`src/rtl/ssr_regs.vh`:
```
// Purpose: Offsets, field positions, reset values and codes for the stream error status register slice.
// Assumes: A 12-bit word address on the register port, with 16-bit data words.
// Notes: Definitions only; this file has no logic.
`ifndef SSR_REGS_VH
`define SSR_REGS_VH

// Register word addresses.
`define SSR_ADDR_W 12
`define SSR_OFS_STREAM_TWO_PROCESSING_CONTROL 12'h001
`define SSR_OFS_STREAM_ONE_ERROR_STATUS 12'h002
`define SSR_OFS_STREAM_TWO_ERROR_STATUS 12'h003
`define SSR_OFS_RECEIVED_ERROR_PACKET_FLAGS 12'h004

// Processing control fields.
`define SSR_BIT_ANC_EXTRACT_STREAM_SELECT 7
`define SSR_BIT_STREAM2_BAD_WORD_FIX_OFF 4
`define SSR_BIT_STREAM2_CHECKSUM_INSERT_OFF 3
`define SSR_BIT_STREAM2_LINE_CHECK_INSERT_OFF 2
`define SSR_BIT_STREAM2_LINE_NUMBER_INSERT_OFF 1
`define SSR_BIT_STREAM2_TIMING_WORD_INSERT_OFF 0
`define SSR_CTRL_RESET 16'h0000
`define SSR_CTRL_WRITE_MASK 16'h009F

// Stream one and stream two error status fields.
`define SSR_BIT_VIDEO_STANDARD_MISMATCH 10
`define SSR_BIT_FULL_FIELD_CHECK_MISMATCH 9
`define SSR_BIT_ACTIVE_PICTURE_CHECK_MISMATCH 8
`define SSR_BIT_CHROMA_SUM_ERROR 6
`define SSR_BIT_LUMA_SUM_ERROR 5
`define SSR_BIT_CHROMA_LINE_CHECK_ERROR 4
`define SSR_BIT_LUMA_LINE_CHECK_ERROR 3
`define SSR_BIT_LINE_NUMBER_ERROR 2
`define SSR_BIT_ACTIVE_START_ERROR 1
`define SSR_BIT_ACTIVE_END_ERROR 0
`define SSR_STAT1_W 11
`define SSR_STAT2_W 7
`define SSR_STATUS_RESET 16'h0000

// Received error packet flag fields.
`define SSR_BIT_ERROR_PACKET_PRESENT 15
`define SSR_FLD_RX_ANCILLARY_HI 14
`define SSR_FLD_RX_ANCILLARY_LO 10
`define SSR_FLD_RX_FULL_FIELD_HI 9
`define SSR_FLD_RX_FULL_FIELD_LO 6
`define SSR_RX_FLAGS_RESET 16'h0000

// Input rate codes.
`define SSR_RATE_SD 2'h0
`define SSR_RATE_HD 2'h1
`define SSR_RATE_3G_A 2'h2
`define SSR_RATE_3G_B 2'h3

`endif

```
`src/rtl/ssr_sticky.v`:
```
// Purpose: A bank of sticky error flags, set by event pulses and cleared as a group.
// Assumes: Set and clear come from logic on the same clock.
// Notes: A set in the clear cycle keeps its bit set.
`timescale 1ns/10ps

module ssr_sticky #(
  parameter WIDTH = 7
) (
  input wire clk, // Core clock.
  input wire srst, // Synchronous reset, active high.
  input wire ce, // Clock enable; state holds while low.
  input wire [WIDTH-1:0] set_vec, // One-cycle error events, one per bit.
  input wire clear, // Clears every bit of the bank not set in the same cycle.
  output wire [WIDTH-1:0] flags // Sticky flag levels.
);

  reg [WIDTH-1:0] flag_q;

  genvar i;
  generate
    for (i = 0; i < WIDTH; i = i + 1) begin : g_bit
      always @(posedge clk) begin
        if (srst) begin
          flag_q[i] <= 1'b0;
        end else if (ce) begin
          if (set_vec[i]) begin
            flag_q[i] <= 1'b1;
          end else if (clear) begin
            flag_q[i] <= 1'b0;
          end
        end
      end
    end
  endgenerate

  assign flags = flag_q;

endmodule

```
`src/rtl/ssr_regs_top.v`:
```
// Purpose: Host registers for stream two processing control, stream error status and received packet flags.
// Assumes: The host interface decoder presents word accesses on the same clock as the video core.
// Notes: Error inputs are one-cycle pulses; received flags are levels from the packet parser.
`timescale 1ns/10ps
`include "ssr_regs.vh"

// Contract
// - Control bit 7 picks the ancillary extraction stream, Level B only, reset 0.
// - Control bit 4 set stops stream two bad word remapping in Level B.
// - Control bit 3 set stops stream two checksum insertion in Level B.
// - Control bit 2 set stops stream two line check insertion in Level B.
// - Control bit 1 set stops stream two line number insertion in Level B.
// - Control bit 0 set stops stream two timing word insertion in Level B.
// - Status one bit 10 flags HD or SD standard mismatch; write clears.
// - Status one bits 9 and 8 flag full field and active picture mismatches.
// - Status one bits 6 and 5 flag stream one chroma and luma checksum errors.
// - Status one bits 4 and 3 flag stream one line check errors, not SD.
// - Status one bit 2 flags stream one line number errors, SD excluded.
// - Status one bits 1 and 0 flag stream one active start and end errors.
// - Status two bits 6 and 5 flag stream two checksum errors; 15 to 7 reserved.
// - Status two bits 4 to 0 flag stream two line check, number, start, end errors.
// - Flags bit 15 shows packet present; bits 14 to 10 ancillary flags.
// - Flags bits 9 to 6 show the received full field flags.
module ssr_regs_top (
  input wire clk, // Core clock, 25 MHz.
  input wire srst, // Synchronous reset, active high.
  input wire ce, // Clock enable; all state holds while low.
  input wire [`SSR_ADDR_W-1:0] reg_addr, // Register word address.
  input wire reg_wr, // Write strobe, one cycle.
  input wire reg_rd, // Read strobe, one cycle.
  input wire [15:0] reg_wdata, // Write data.
  output reg [15:0] reg_rdata, // Read data, valid with reg_rd_valid.
  output reg reg_rd_valid, // Read answer pulse.
  output reg reg_wr_ack, // Write taken pulse.
  input wire [1:0] rate_mode, // Input rate: SD, HD, 3G Level A, 3G Level B.
  input wire video_standard_mismatch, // Standard mismatch event.
  input wire full_field_check_mismatch, // Packet full field mismatch event.
  input wire active_picture_check_mismatch, // Packet active picture mismatch event.
  input wire stream1_chroma_sum_error, // Stream one chroma checksum event.
  input wire stream1_luma_sum_error, // Stream one luma checksum event.
  input wire stream1_chroma_line_check_error, // Stream one chroma line check event.
  input wire stream1_luma_line_check_error, // Stream one luma line check event.
  input wire stream1_line_number_error, // Stream one line number event.
  input wire stream1_active_start_error, // Stream one active start event.
  input wire stream1_active_end_error, // Stream one active end event.
  input wire stream2_chroma_sum_error, // Stream two chroma checksum event.
  input wire stream2_luma_sum_error, // Stream two luma checksum event.
  input wire stream2_chroma_line_check_error, // Stream two chroma line check event.
  input wire stream2_luma_line_check_error, // Stream two luma line check event.
  input wire stream2_line_number_error, // Stream two line number event.
  input wire stream2_active_start_error, // Stream two active start event.
  input wire stream2_active_end_error, // Stream two active end event.
  input wire error_packet_present, // Packet found in the input, level.
  input wire [4:0] rx_ancillary_flags, // Unknown, internal already, internal here, already, here.
  input wire [3:0] rx_full_field_flags, // Unknown, internal already, internal here, already.
  output reg ancillary_extract_stream_select, // Extract from stream two when high.
  output reg stream2_bad_word_fix_off, // Stop stream two word remapping.
  output reg stream2_checksum_insert_off, // Stop stream two checksum insertion.
  output reg stream2_line_check_insert_off, // Stop stream two line check insertion.
  output reg stream2_line_number_insert_off, // Stop stream two line number insertion.
  output reg stream2_timing_word_insert_off // Stop stream two timing word insertion.
);

  reg [15:0] stream_two_processing_control;
  reg [15:0] received_error_packet_flags;
  reg [15:0] next_rdata;
  reg [`SSR_STAT1_W-1:0] stat1_set;
  reg [`SSR_STAT2_W-1:0] stat2_set;

  // Gated control levels, one cycle ahead of their output registers.
  reg next_ancillary_extract_stream_select;
  reg next_stream2_bad_word_fix_off;
  reg next_stream2_checksum_insert_off;
  reg next_stream2_line_check_insert_off;
  reg next_stream2_line_number_insert_off;
  reg next_stream2_timing_word_insert_off;

  wire [`SSR_STAT1_W-1:0] stat1_flags;
  wire [`SSR_STAT2_W-1:0] stat2_flags;
  wire [15:0] stream_one_error_status;
  wire [15:0] stream_two_error_status;
  wire hit_ctrl;
  wire hit_stat1;
  wire hit_stat2;
  wire level_b;
  wire not_sd;
  wire hd_or_sd;
  // Clear strobes for the two status banks.
  wire clear_stat1;
  wire clear_stat2;
  // Named views of the received flag inputs.
  wire rx_ancillary_unknown_status;
  wire rx_ancillary_internal_already;
  wire rx_ancillary_internal_here;
  wire rx_ancillary_error_already;
  wire rx_ancillary_error_here;
  wire rx_full_field_unknown_status;
  wire rx_full_field_internal_already;
  wire rx_full_field_internal_here;
  wire rx_full_field_error_already;

  assign hit_ctrl = (reg_addr == `SSR_OFS_STREAM_TWO_PROCESSING_CONTROL);
  assign hit_stat1 = (reg_addr == `SSR_OFS_STREAM_ONE_ERROR_STATUS);
  assign hit_stat2 = (reg_addr == `SSR_OFS_STREAM_TWO_ERROR_STATUS);
  assign level_b = (rate_mode == `SSR_RATE_3G_B);
  assign not_sd = (rate_mode != `SSR_RATE_SD);
  assign hd_or_sd = (rate_mode == `SSR_RATE_SD) || (rate_mode == `SSR_RATE_HD);

  // A status write clears every bit not set by an event in the same cycle, whatever data it carries.
  assign clear_stat1 = reg_wr & hit_stat1;
  assign clear_stat2 = reg_wr & hit_stat2;

  // Received packet flags, named one by one in register order.
  // The parser drives them as levels, so no edge logic sits between them and the register.
  // ancillary and full field flags.
  assign rx_ancillary_unknown_status = rx_ancillary_flags[4];
  assign rx_ancillary_internal_already = rx_ancillary_flags[3];
  assign rx_ancillary_internal_here = rx_ancillary_flags[2];
  assign rx_ancillary_error_already = rx_ancillary_flags[1];
  assign rx_ancillary_error_here = rx_ancillary_flags[0];
  assign rx_full_field_unknown_status = rx_full_field_flags[3];
  assign rx_full_field_internal_already = rx_full_field_flags[2];
  assign rx_full_field_internal_here = rx_full_field_flags[1];
  assign rx_full_field_error_already = rx_full_field_flags[0];

  // Control register: only the implemented fields store; others read zero.
  always @(posedge clk) begin
    if (srst) begin
      stream_two_processing_control <= `SSR_CTRL_RESET;
    end else if (ce && reg_wr && hit_ctrl) begin
      stream_two_processing_control <= reg_wdata & `SSR_CTRL_WRITE_MASK;
    end
  end

  // Stream controls act only while the input is 3G Level B.
  always @* begin
    next_ancillary_extract_stream_select = level_b &
      stream_two_processing_control[`SSR_BIT_ANC_EXTRACT_STREAM_SELECT];
    next_stream2_bad_word_fix_off = level_b &
      stream_two_processing_control[`SSR_BIT_STREAM2_BAD_WORD_FIX_OFF];
    next_stream2_checksum_insert_off = level_b &
      stream_two_processing_control[`SSR_BIT_STREAM2_CHECKSUM_INSERT_OFF];
    next_stream2_line_check_insert_off = level_b &
      stream_two_processing_control[`SSR_BIT_STREAM2_LINE_CHECK_INSERT_OFF];
    next_stream2_line_number_insert_off = level_b &
      stream_two_processing_control[`SSR_BIT_STREAM2_LINE_NUMBER_INSERT_OFF];
    next_stream2_timing_word_insert_off = level_b &
      stream_two_processing_control[`SSR_BIT_STREAM2_TIMING_WORD_INSERT_OFF];
  end

  // Registering the gated levels keeps a rate change from glitching the core controls.
  always @(posedge clk) begin
    if (srst) begin
      ancillary_extract_stream_select <= 1'b0;
      stream2_bad_word_fix_off <= 1'b0;
      stream2_checksum_insert_off <= 1'b0;
      stream2_line_check_insert_off <= 1'b0;
      stream2_line_number_insert_off <= 1'b0;
      stream2_timing_word_insert_off <= 1'b0;
    end else if (ce) begin
      ancillary_extract_stream_select <= next_ancillary_extract_stream_select;
      stream2_bad_word_fix_off <= next_stream2_bad_word_fix_off;
      stream2_checksum_insert_off <= next_stream2_checksum_insert_off;
      stream2_line_check_insert_off <= next_stream2_line_check_insert_off;
      stream2_line_number_insert_off <= next_stream2_line_number_insert_off;
      stream2_timing_word_insert_off <= next_stream2_timing_word_insert_off;
    end
  end

  // Standard, line check, line number and stream two events are qualified by the input rate before they reach the sticky bits.
  always @* begin
    stat1_set = {`SSR_STAT1_W{1'b0}};
    // standard mismatch for HD and SD.
    stat1_set[`SSR_BIT_VIDEO_STANDARD_MISMATCH] = video_standard_mismatch & hd_or_sd;
    stat1_set[`SSR_BIT_FULL_FIELD_CHECK_MISMATCH] = full_field_check_mismatch;
    stat1_set[`SSR_BIT_ACTIVE_PICTURE_CHECK_MISMATCH] = active_picture_check_mismatch;
    stat1_set[`SSR_BIT_CHROMA_SUM_ERROR] = stream1_chroma_sum_error;
    stat1_set[`SSR_BIT_LUMA_SUM_ERROR] = stream1_luma_sum_error;
    stat1_set[`SSR_BIT_CHROMA_LINE_CHECK_ERROR] = stream1_chroma_line_check_error & not_sd;
    stat1_set[`SSR_BIT_LUMA_LINE_CHECK_ERROR] = stream1_luma_line_check_error & not_sd;
    stat1_set[`SSR_BIT_LINE_NUMBER_ERROR] = stream1_line_number_error & not_sd;
    stat1_set[`SSR_BIT_ACTIVE_START_ERROR] = stream1_active_start_error;
    stat1_set[`SSR_BIT_ACTIVE_END_ERROR] = stream1_active_end_error;
  end

  always @* begin
    stat2_set = {`SSR_STAT2_W{1'b0}};
    stat2_set[`SSR_BIT_CHROMA_SUM_ERROR] = stream2_chroma_sum_error & level_b;
    stat2_set[`SSR_BIT_LUMA_SUM_ERROR] = stream2_luma_sum_error & level_b;
    // stream two line and timing errors.
    stat2_set[`SSR_BIT_CHROMA_LINE_CHECK_ERROR] = stream2_chroma_line_check_error & level_b;
    stat2_set[`SSR_BIT_LUMA_LINE_CHECK_ERROR] = stream2_luma_line_check_error & level_b;
    stat2_set[`SSR_BIT_LINE_NUMBER_ERROR] = stream2_line_number_error & level_b;
    stat2_set[`SSR_BIT_ACTIVE_START_ERROR] = stream2_active_start_error & level_b;
    stat2_set[`SSR_BIT_ACTIVE_END_ERROR] = stream2_active_end_error & level_b;
  end

  ssr_sticky #(
    .WIDTH(`SSR_STAT1_W)
  ) u_stat1 (
    .clk(clk),
    .srst(srst),
    .ce(ce),
    .set_vec(stat1_set),
    .clear(clear_stat1),
    .flags(stat1_flags)
  );

  ssr_sticky #(
    .WIDTH(`SSR_STAT2_W)
  ) u_stat2 (
    .clk(clk),
    .srst(srst),
    .ce(ce),
    .set_vec(stat2_set),
    .clear(clear_stat2),
    .flags(stat2_flags)
  );

  // Reserved status bits read zero.
  assign stream_one_error_status = {5'h00, stat1_flags};
  assign stream_two_error_status = {9'h000, stat2_flags};

  // Received flags are sampled each cycle; bits 5 to 0 belong elsewhere and read zero.
  always @(posedge clk) begin
    if (srst) begin
      received_error_packet_flags <= `SSR_RX_FLAGS_RESET;
    end else if (ce) begin
      received_error_packet_flags[`SSR_BIT_ERROR_PACKET_PRESENT] <= error_packet_present;
      // Field order follows the register, most significant flag first.
      received_error_packet_flags[`SSR_FLD_RX_ANCILLARY_HI:`SSR_FLD_RX_ANCILLARY_LO] <= {
        rx_ancillary_unknown_status,
        rx_ancillary_internal_already,
        rx_ancillary_internal_here,
        rx_ancillary_error_already,
        rx_ancillary_error_here
      };
      received_error_packet_flags[`SSR_FLD_RX_FULL_FIELD_HI:`SSR_FLD_RX_FULL_FIELD_LO] <= {
        rx_full_field_unknown_status,
        rx_full_field_internal_already,
        rx_full_field_internal_here,
        rx_full_field_error_already
      };
      received_error_packet_flags[5:0] <= 6'h00;
    end
  end

  // Unmapped addresses read zero, so software never sees stale data there.
  always @* begin
    case (reg_addr)
      `SSR_OFS_STREAM_TWO_PROCESSING_CONTROL: begin
        next_rdata = stream_two_processing_control;
      end
      `SSR_OFS_STREAM_ONE_ERROR_STATUS: begin
        next_rdata = stream_one_error_status;
      end
      `SSR_OFS_STREAM_TWO_ERROR_STATUS: begin
        next_rdata = stream_two_error_status;
      end
      `SSR_OFS_RECEIVED_ERROR_PACKET_FLAGS: begin
        next_rdata = received_error_packet_flags;
      end
      default: begin
        next_rdata = 16'h0000;
      end
    endcase
  end

  // Read data and answer pulses are registered one cycle after the strobe.
  always @(posedge clk) begin
    if (srst) begin
      reg_rdata <= 16'h0000;
      reg_rd_valid <= 1'b0;
      reg_wr_ack <= 1'b0;
    end else if (ce) begin
      reg_rd_valid <= reg_rd;
      reg_wr_ack <= reg_wr;
      if (reg_rd) begin
        reg_rdata <= next_rdata;
      end
    end
  end

endmodule

```
`config.mk`:
```
export PLATFORM = sky130hd
export DESIGN_NAME = ssr_regs_top
export DESIGN_NICKNAME = d
export VERILOG_FILES = /design/src/rtl/ssr_sticky.v /design/src/rtl/ssr_regs_top.v
export VERILOG_INCLUDE_DIRS = /design/src /design/src/rtl
export SDC_FILE = /design/constraint.sdc
export NUM_CORES = 1
export LEC_CHECK = 0
export ABC_AREA = 1
export BUFFER_PORTS_ARGS = -buffer_cell sky130_fd_sc_hd__buf_4
export CAP_MARGIN = 30
export CORE_UTILIZATION = 51
export CTS_BUF_LIST = sky130_fd_sc_hd__clkbuf_2
export DETAILED_ROUTE_END_ITERATION = 6
export GPL_TIMING_DRIVEN = 0
export PLACE_DENSITY = 0.93
export SYNTH_ARGS = -nofsm -noshare
export SYNTH_HDL_FRONTEND = slang
export SYNTH_SLANG_ARGS = --single-unit
```
`constraint.sdc`:
```
create_clock -name clk -period 1.47 [get_ports clk]
set_input_delay 0 -clock clk [delete_from_list [all_inputs] [get_ports clk]]
set_output_delay 0 -clock clk [all_outputs]
set_load 0.05 [all_outputs]
```
---- Word-level counts from Yosys, hierarchy flattened ----
Index checks and enable logic that the tools add are counted.
operators by class
  eq/ne operators ......................... 6
  reduce and logical (&&, ||, !) cells .... 40
  muxes and demuxes ....................... 20
  bitwise operators ....................... 19
operators by type and width
  operator             count
  $pmux 16 s4          1
  $reduce_and 2->1     18
  $reduce_bool 2->1    18
  $eq 12x2->1 const B  2
  $and 1x1->1          19
  $mux 1               19
  $eq 12x1->1 const B  1
  $eq 12x3->1 const B  1
  $eq 2x1->1 const B   1
  $eq 2x2->1 const B   1
  $logic_and 1x1->1    2
  $logic_not 2->1      1
  $logic_or 1x1->1     1
storage, ports and cells
  bits in registers ....................... 57
  input port bits ......................... 62
  word-level logic and storage cells ...... 113

---- Longest topological paths before layout ----
Gate-level depths: netlist of the first run.
  depth in word-level cells ............... 5
  depth in mapped cells ................... 8

---- Modules after synthesis ----
Synthesis of the first run repeated with hierarchy kept, for this count alone.
second synthesis, totals
  cell total of the unflattened synthesis .. 353
  area, all modules ....................... 2630.0 µm²
modules (own cells, without submodules)
  module                cells each  times used  seq. area each (µm²)  area an instance (µm²)
  ssr_regs_top          275         1           800.8                 1950.6
  ssr_sticky (u_stat1)  48          1           220.2                 429.2
  ssr_sticky (u_stat2)  30          1           140.1                 250.2

---- Least setup slack after synthesis of the first run ----
Ideal clock, no wire load.
  kind .................................... input to register
  start point ............................. input port reg_addr[8]
  end point ............................... register stream_two_processing_control[1]
  cell stages on the path ................. 7
  slack ................................... 0.445 ns
  data arrival time ....................... 0.906 ns
  data required time ...................... 1.350 ns
  path buffers ............................ 1
  path through ............................ inv_1 > nand2_1 > nor3_4 > nand3_2 > buf_2 > o21ai_1 > a21oi_1
between the ends
  longest elaborated chain between the ends .. 2
RTL lines
  what                    line                text
  start: declaration      ssr_regs_top.v:28   input wire [`SSR_ADDR_W-1:0] reg_addr,
  $eq 12x1->1             --
  $logic_and 1x1->1       ssr_regs_top.v:130  end else if (ce && reg_wr && hit_ctrl) begin
  end signal: assignment  ssr_regs_top.v:129  stream_two_processing_control <= `SSR_CTRL_RESET;
  end signal: assignment  ssr_regs_top.v:131  stream_two_processing_control <= reg_wdata & `SSR_CTRL_WRITE_MASK;
  end: declaration        ssr_regs_top.v:64   reg [15:0] stream_two_processing_control;
Every way passes these cells.
A chain may end at the register's enable or synchronous reset.

---- Worst setup path in the final report of the first run ----
  start point ............................. input port reg_addr[1]
  end point ............................... register reg_rdata[11]
between the ends
  longest elaborated chain between the ends .. 2
  elaborated cells on any way between the ends .. 5
  those cells by class .................... 4 x eq/ne; 1 x mux
RTL lines
  what                                 line                text
  $eq 12x3->1 (tied with other cells)  ssr_regs_top.v:250  case (reg_addr)
  $pmux 16 s4 (*)                      ssr_regs_top.v:250
  end signal: assignment               ssr_regs_top.v:279  reg_rdata <= next_rdata;
  end: declaration                     ssr_regs_top.v:32   output reg [15:0] reg_rdata,
Mark *: on every way between the ends. The rest lies on a longest branch, timed or not.

==> summary.txt, run 1 <==
Status -> complete, but fails checks
Failing checks -> DRC
Pwr Density -> 812 nW/um^2
Fin nets -> 513
Startpoint types -> input port
R2r endpoint -> u_stat1.flags[1]$_SDFFE_PP0P_
GRT met2 Usage -> 52.3%
Top-area cell type share of the netlist area -> 48.8%
Final period utilization -> 94.8%
Initial DRC count -> 357
Dpl ws -> 0.0124 ns
Initial antenna violation count -> 0
Min-Delay Path Class -> in2reg
Setup tns final -> 0 ns
DIE AREA -> 4860 sq um
Max Cap Viol -> 0
Clock Path Buffers -> 2
Post-Syn Area -> 2340 sq um
Num CTS Buffers -> 9
VDD IR-drop max -> 0.571 mV
Starting Density -> 53.3%
Post-DRT Antenna Nets -> 0
DRC violations left -> 1
Pleak -> 1.55 nW
Largest net degree at the start of global routing -> 11
Top post-synthesis cells by area -> dfxtp_1 (49%), nand2_1 (11%), nand3_1 (9.4%)
Netlist cell types -> 23
Yosys warnings -> 0
PnR worst setup slack -> 0.0761 ns
Chip height -> 69.7 um
Fmax -> 0.717 GHz
Max Slew Vio Count -> 0
Hold path startpoint -> reg_addr[2]
Top cell type by total area after synthesis -> dfxtp_1
Core region area -> 4380 sq um
WHS Path Cells -> 5
Later-pin clock latency in the skew report -> 0.48 ns
Final setup fails -> 0
Vias in the first global route -> 2,708
Met3 usage -> 5.67%
DR vias/cell -> 5.58
Final Util -> 80.4%
Reg-to-Reg Start -> u_stat1.flags[1]$_SDFFE_PP0P_
Pwr Total -> 2.86 mW
Max-slew headroom -> 64.3%
Io pins -> 86
Clk root buf -> clkbuf_2
Gr busiest metal -> met2
Clk network pwr share -> 26.5%
Seq/Total Area, Yosys -> 48.8%
Antenna Cells -> 0
Placed cells -> 443
Crit Path Category -> in2reg
Grt ovf -> 0
Clock transition at the registers of the reported paths -> 0.16 ns
Global-route wire length before repair -> 12.1 mm
Critical path capture point type -> flop
Fin area -> 3520 sq um
Met1 usage -> 39.0%
Share of layout cells above drive strength 1 -> 23.3%
Hpwl dp -> 4.58 mm
Post-DP Area -> 2960 sq um
Reg2reg setup slack -> 0.26 ns
Sw Share -> 27.7%
Final Hold Viols -> 0
CP Max Fanout -> 5
Row Count -> 24
WL/cell -> 15.0 um
Clk sinks -> 57
Register share of total power -> 57.0%
P_sw -> 793 uW
Tot GR Track Use -> 32.0%
H-tree Lvls -> 3
Cell count of the worst reg-to-reg path -> 3
Cell Count, Final, Fillers Out -> 506
Port Buffer Count -> 74
RSZ-0062 raised after global routing -> false
Via count -> 2,824
CTS tree -> done
Placer's final routability congestion estimate -> 0.855
Hold Slack -> 0.0366 ns
Combinational power share -> 16.5%
Synthesized net count -> 379
Tmin final -> 1.39 ns
Drt pass-1 iters -> 7
Avg Cell Area, Syn -> 7.37 sq um
Hold Path Sink -> u_stat1.flags[3]$_SDFFE_PP0P_
Die width -> 69.7 um
#FFs+latches synth -> 57
Gate Count Post-Synth -> 317
Clock skew -> 0.0255 ns
Worst Path Required -> 1.87 ns
Worst Tran Pin Value -> 0.536 ns
Internal Pwr Total -> 2.07 mW
CP Data Arrival Time -> 1.80 ns
Syn-to-layout area delta -> 50.8%
WL final -> 7.59 mm
Crit path from -> reg_addr[1]
[critical path: stages]
cell	delay (ns)
buf_4	0.12
dlygate4sd3_1	0.55
nor2_1	0.09
nand3_1	0.10
dlygate4sd3_1	0.59
inv_2	0.11
nand3_1	0.10
a21oi_1	0.13
[worst max-delay path by stage]
stage                                                               end  slack [ns]  depth (start not counted)
after CTS                                 u_stat1.flags[1]$_SDFFE_PP0P_        0.07                          8
after global routing                         reg_rdata[11]$_SDFFE_PP0P_        0.02                          8
after detailed placement                  u_stat2.flags[5]$_SDFFE_PP0P_        0.01                          7
after floorplan           stream_two_processing_control[1]$_SDFFE_PP0P_        0.44                          7
after global placement                    u_stat2.flags[6]$_SDFFE_PP0P_        0.08                          7
final                                        reg_rdata[11]$_SDFFE_PP0P_        0.08                          8
[placed cells by master, fill, tap and decap left out]
cell type / count
a21oi_1: 41
a22oi_1: 5
buf_1: 1
buf_2: 4
buf_4: 77
clkbuf_1: 9
clkbuf_2: 13
clkinv_2: 1
dfxtp_1: 57
dlygate4sd3_1: 48
inv_1: 18
inv_2: 2
nand2_1: 68
nand2_2: 1
nand3_1: 44
nand3_2: 1
nand4_1: 1
nand4_4: 1
nor2_1: 33
nor2_2: 3
nor2_4: 1
nor3_4: 1
o211ai_1: 1
o21ai_0: 18
o21ai_1: 4
or2_2: 1
[metal layers]
layer  wire, um  share of wire [%]  up-vias
met1       2910                 38     1258
met2       3700                 49      194
li1           -                  -     1320
met3        641                8.4       52
met5          0                  0        -
met4        336                4.4        0
[cells by family after synthesis]
family	Yosys count	share of synthesized area [%]
and+or+nand+nor	155	29.4
AOI/OAI and AO/OA	69	15.4
DFF	57	48.8
buffers and inverters	36	6.32
[Yosys cell counts]
cell / count
buf_2: 4
dfxtp_1: 57
nand3_2: 1
buf_4: 2
a22oi_1: 5
o21ai_1: 4
nand2_2: 1
inv_2: 1
nand2_1: 68
or2_2: 1
o211ai_1: 1
nor2_4: 1
clkbuf_1: 9
buf_1: 1
nand4_1: 1
o21ai_0: 18
nand4_2: 1
a21oi_1: 41
nor2_2: 3
inv_1: 19
nor3_4: 1
nor2_1: 33
nand3_1: 44
[sequential cells by signal, indices dropped and copies added, names as in the netlist]
signal,count
stream2_timing_word_insert_off,1
stream2_line_number_insert_off,1
reg_rdata,16
reg_wr_ack,1
stream2_checksum_insert_off,1
stream2_bad_word_fix_off,1
u_stat1.flags,10
u_stat2.flags,7
stream2_line_check_insert_off,1
stream_two_processing_control,6
reg_rd_valid,1
received_error_packet_flags,10
ancillary_extract_stream_select,1
[power groups by stage]
stage               Combinational, mW  Clock [mW]  Sequential (mW)
floorplan                       0.141           0             1.70
global placement                0.343           0             1.66
detailed placement              0.352           0             1.66
CTS                             0.454       0.753             1.63
global route                    0.508       0.831             1.64
finish                          0.472       0.759             1.63
[cell type report]
class	instances	area (sq um)
Clock inverter	1	5.00
Timing Repair Buffer	123	1040
Inverter	20	75.1
Clock buffer	13	65.1
Sequential cell	57	1140
Multi-Input combinational cell	224	1060
Tap cell	52	65.1
Fill cell	289	861
Buffer	16	72.6
[repair_timing]
action                                 in CTS  in global routing
hold buffers                               48                  0
endpoints found under the hold margin      42                  0
gates resized for setup                     0                  2
setup buffers                               0                  1
setup endpoints to repair                   0                  5
Power figures use the tool's default switching activity.
==> run 2, diff against run 1 <==
Settings changed: CORE_MARGIN set to 3, HOLD_SLACK_MARGIN set to 0.1.
==> summary.txt, run 2 (synthesis gave the netlist of run 1 again) <==
Largest net degree at the start of global routing -> 11 (unchanged)
Sequence of cells on the critical path -> buf_4 > nor2_2 > nand2_1 > dlygate4sd3_1 > nor2_4 > nand3_1 > nand3_1 > nand2_1 > a21oi_1
Tmin final -> 1.48 ns (+0.0875 ns)
Initial DRC count -> 488 (+37%)
Vias in the first global route -> 3,079 (+14%)
WL met2 -> 4.63 mm (+25%)
Placer's final routability congestion estimate -> 0.887 (+3.7%)
Share of layout cells above drive strength 1 -> 22.0% (-1.3 points)
Delay-heaviest family, CP -> simple AND/OR/NAND/NOR gates
Min-Delay Path Class -> in2reg
Syn-to-layout area delta -> 58.7%
CP Max Fanout -> 10 (+5)
Met3 WL post-DR -> 1.30 mm (+100%)
Clock transition at the registers of the reported paths -> 0.18 ns (+0.02 ns)
PnR worst setup slack -> -0.0114 ns (-0.0875 ns)
Fin nets -> 530 (+3.3%)
Core region area -> 4200 sq um (-4.2%)
Global-route wire length before repair -> 14.8 mm (+22%)
Drt pass-1 iters -> 7 (unchanged)
Max-slew headroom -> 56.3% (-8.0 points)
Fillers -> 194 (-33%)
Failing checks -> DRC, setup timing
Antenna Cells -> 0 (unchanged)
Largest register FFs -> 16 (unchanged)
Setup tns final -> -0.0114 ns (-0.0114 ns)
Port Buffer Count -> 74 (unchanged)
WL/cell -> 18.8 um (+26%)
Via count -> 3,135 (+11%)
Leading cell types in the layout, fill and taps excluded -> buf_4 (76), nand2_1 (68), dlygate4sd3_1 (66)
Buffer and inverter count on the worst path -> 2 (-2)
CP Data Arrival Time -> 1.92 ns (+0.12 ns)
Initial antenna violation count -> 0 (unchanged)
VDD IR-drop max -> 0.748 mV (+31%)
Status -> complete, but fails checks
Crit Path Category -> in2reg
Reg with most FFs -> reg_rdata
Final setup fails -> 1 (+1)
Die width -> 73.7 um (+5.7%)
Critical path destination -> reg_rdata[6]$_SDFFE_PP0P_
Critical Path Stages -> 9 (+1)
Final Hold Viols -> 0 (unchanged)
WL met1 -> 3.33 mm (+14%)
Grt ovf -> 0 (unchanged)
WL final -> 9.83 mm (+29%)
RSZ-0062 raised after global routing -> true
Clk sinks -> 57 (unchanged)
Worst Path Required -> 1.91 ns (+0.04 ns)
Hpwl dp -> 4.92 mm (+7.4%)
Critical path capture point type -> flop
Post-DRT Antenna Nets -> 0 (unchanged)
Clock Path Buffers -> 2 (unchanged)
Pleak -> 1.63 nW (+5.0%)
Tot GR Track Use -> 36.6% (+4.6 points)
Startpoint types -> input port
Reg2reg setup slack -> 0.22 ns (-0.04 ns)
CTS tree -> done
Later-pin clock latency in the skew report -> 0.50 ns (+0.02 ns)
Reg-to-Reg Start -> u_stat1.flags[6]$_SDFFE_PP0P_
Starting Density -> 55.6% (+2.3 points)
Final Util -> 88.2% (+7.8 points)
Pwr Density -> 796 nW/um^2 (-2.1%)
Final period utilization -> 101% (+6.0 points)
H-tree Lvls -> 3 (unchanged)
Critical Path Max Stage Delay -> 0.61 ns (+0.02 ns)
Max Slew Vio Count -> 0 (unchanged)
Cell count of the worst reg-to-reg path -> 3 (unchanged)
Max Used Layer -> met4
Io pins -> 86 (unchanged)
R2r endpoint -> u_stat1.flags[6]$_SDFFE_PP0P_
Chip height -> 73.7 um (+5.7%)
Clk root buf -> clkbuf_2
Commonest non-fill, non-tap cell in the layout -> buf_4
DIE AREA -> 5430 sq um (+12%)
Critical-path top delay cell -> dlygate4sd3_1
Worst Tran Pin Value -> 0.656 ns (+0.119 ns)
Clock skew -> 0.0329 ns (+0.00732 ns)
Max Cap Viol -> 0 (unchanged)
Fmax -> 0.675 GHz (-5.9%)
DRC violations left -> 6 (+5)
Pwr Total -> 2.95 mW (+3.0%)
Crit path from -> reg_addr[3]
Row Count -> 23 (-4.2%)
Num CTS Buffers -> 9 (unchanged)
DR vias/cell -> 6.01 (+7.6%)
run 2: cell types whose count changed in the layout (fill, tap and decap cells not counted), sizes merged:
cell	delta
clkbuf	-4
dlygate4sd3	+18
clkinv	+5
dlymetal6s4s	+1
buf	-2
run 2: how the worst min path moves through the flow:
stage / startpoint / endpoint / cells after the start
6_report: reg_addr[4] / reg_rdata[8]$_SDFFE_PP0P_ / 8
5_1_grt: reg_addr[4] / reg_rdata[10]$_SDFFE_PP0P_ / 8
4_1_cts: rate_mode[1] / u_stat2.flags[0]$_SDFFE_PP0P_ / 6
3_5_place_dp: rx_full_field_flags[3] / received_error_packet_flags[9]$_SDFFE_PP0P_ / 3
3_3_place_gp: rx_full_field_flags[3] / received_error_packet_flags[9]$_SDFFE_PP0P_ / 3
2_1_floorplan: error_packet_present / received_error_packet_flags[15]$_SDFFE_PP0P_ / 2
run 2: worst reg2reg max path: cells and delay by family, from the launching register on:
kind                   cells  cell delay [ns]
buffers and inverters      1             0.60
DFF                        1             0.40
AOI/OAI and AO/OA          1             0.13
and+or+nand+nor            1             0.07
run 2: cell type report:
cell class              instances  area [sq um]  share of cell area (%)
flip-flops and latches         57          1140                    30.8
well taps                      50          62.6                    1.69
clock buffers                   9          45.0                    1.22
repair buffers                141          1230                    33.2
multi-input cells             224          1050                    28.4
plain buffers                  15          72.6                    1.96
clock inverters                 6          26.3                   0.709
inverters                      20          77.6                    2.09
run 2: power breakdown:
group	switching (mW)	total (mW)	internal [mW]	leakage, nW
Sequential	0.0392	1.64	1.60	0.466
Combinational	0.262	0.525	0.263	1.11
Clock	0.595	0.783	0.188	0.0538
Total	0.896	2.95	2.05	1.63
run 2: timing repair:
action	CTS	global route
gates resized for setup	0	8
hold buffers	67	2
setup endpoints to repair	0	20
endpoints found under the hold margin	53	3
setup buffers	0	0
run 2: metal layers:
layer / global-route usage, % / vias to the layer above
met5: 0 / -
li1: - / 1352
met3: 11.9 / 91
met1: 41.8 / 1389
met2: 60.4 / 303
met4: 19.3 / 0
run 2: through the flow:
step / cells / setup slack, ns / area (sq um) / hold slack (ns)
2_1_floorplan: 317 / 0.445 / 2340 / 0.135
3_3_place_gp: 441 / 0.0736 / 2950 / 0.224
3_5_place_dp: 441 / 0.0277 / 2950 / 0.227
4_1_cts: 523 / 0.00823 / 3700 / 0.107
5_1_grt: 522 / -0.0615 / 3710 / 0.143
6_report: 522 / -0.0114 / 3710 / 0.143
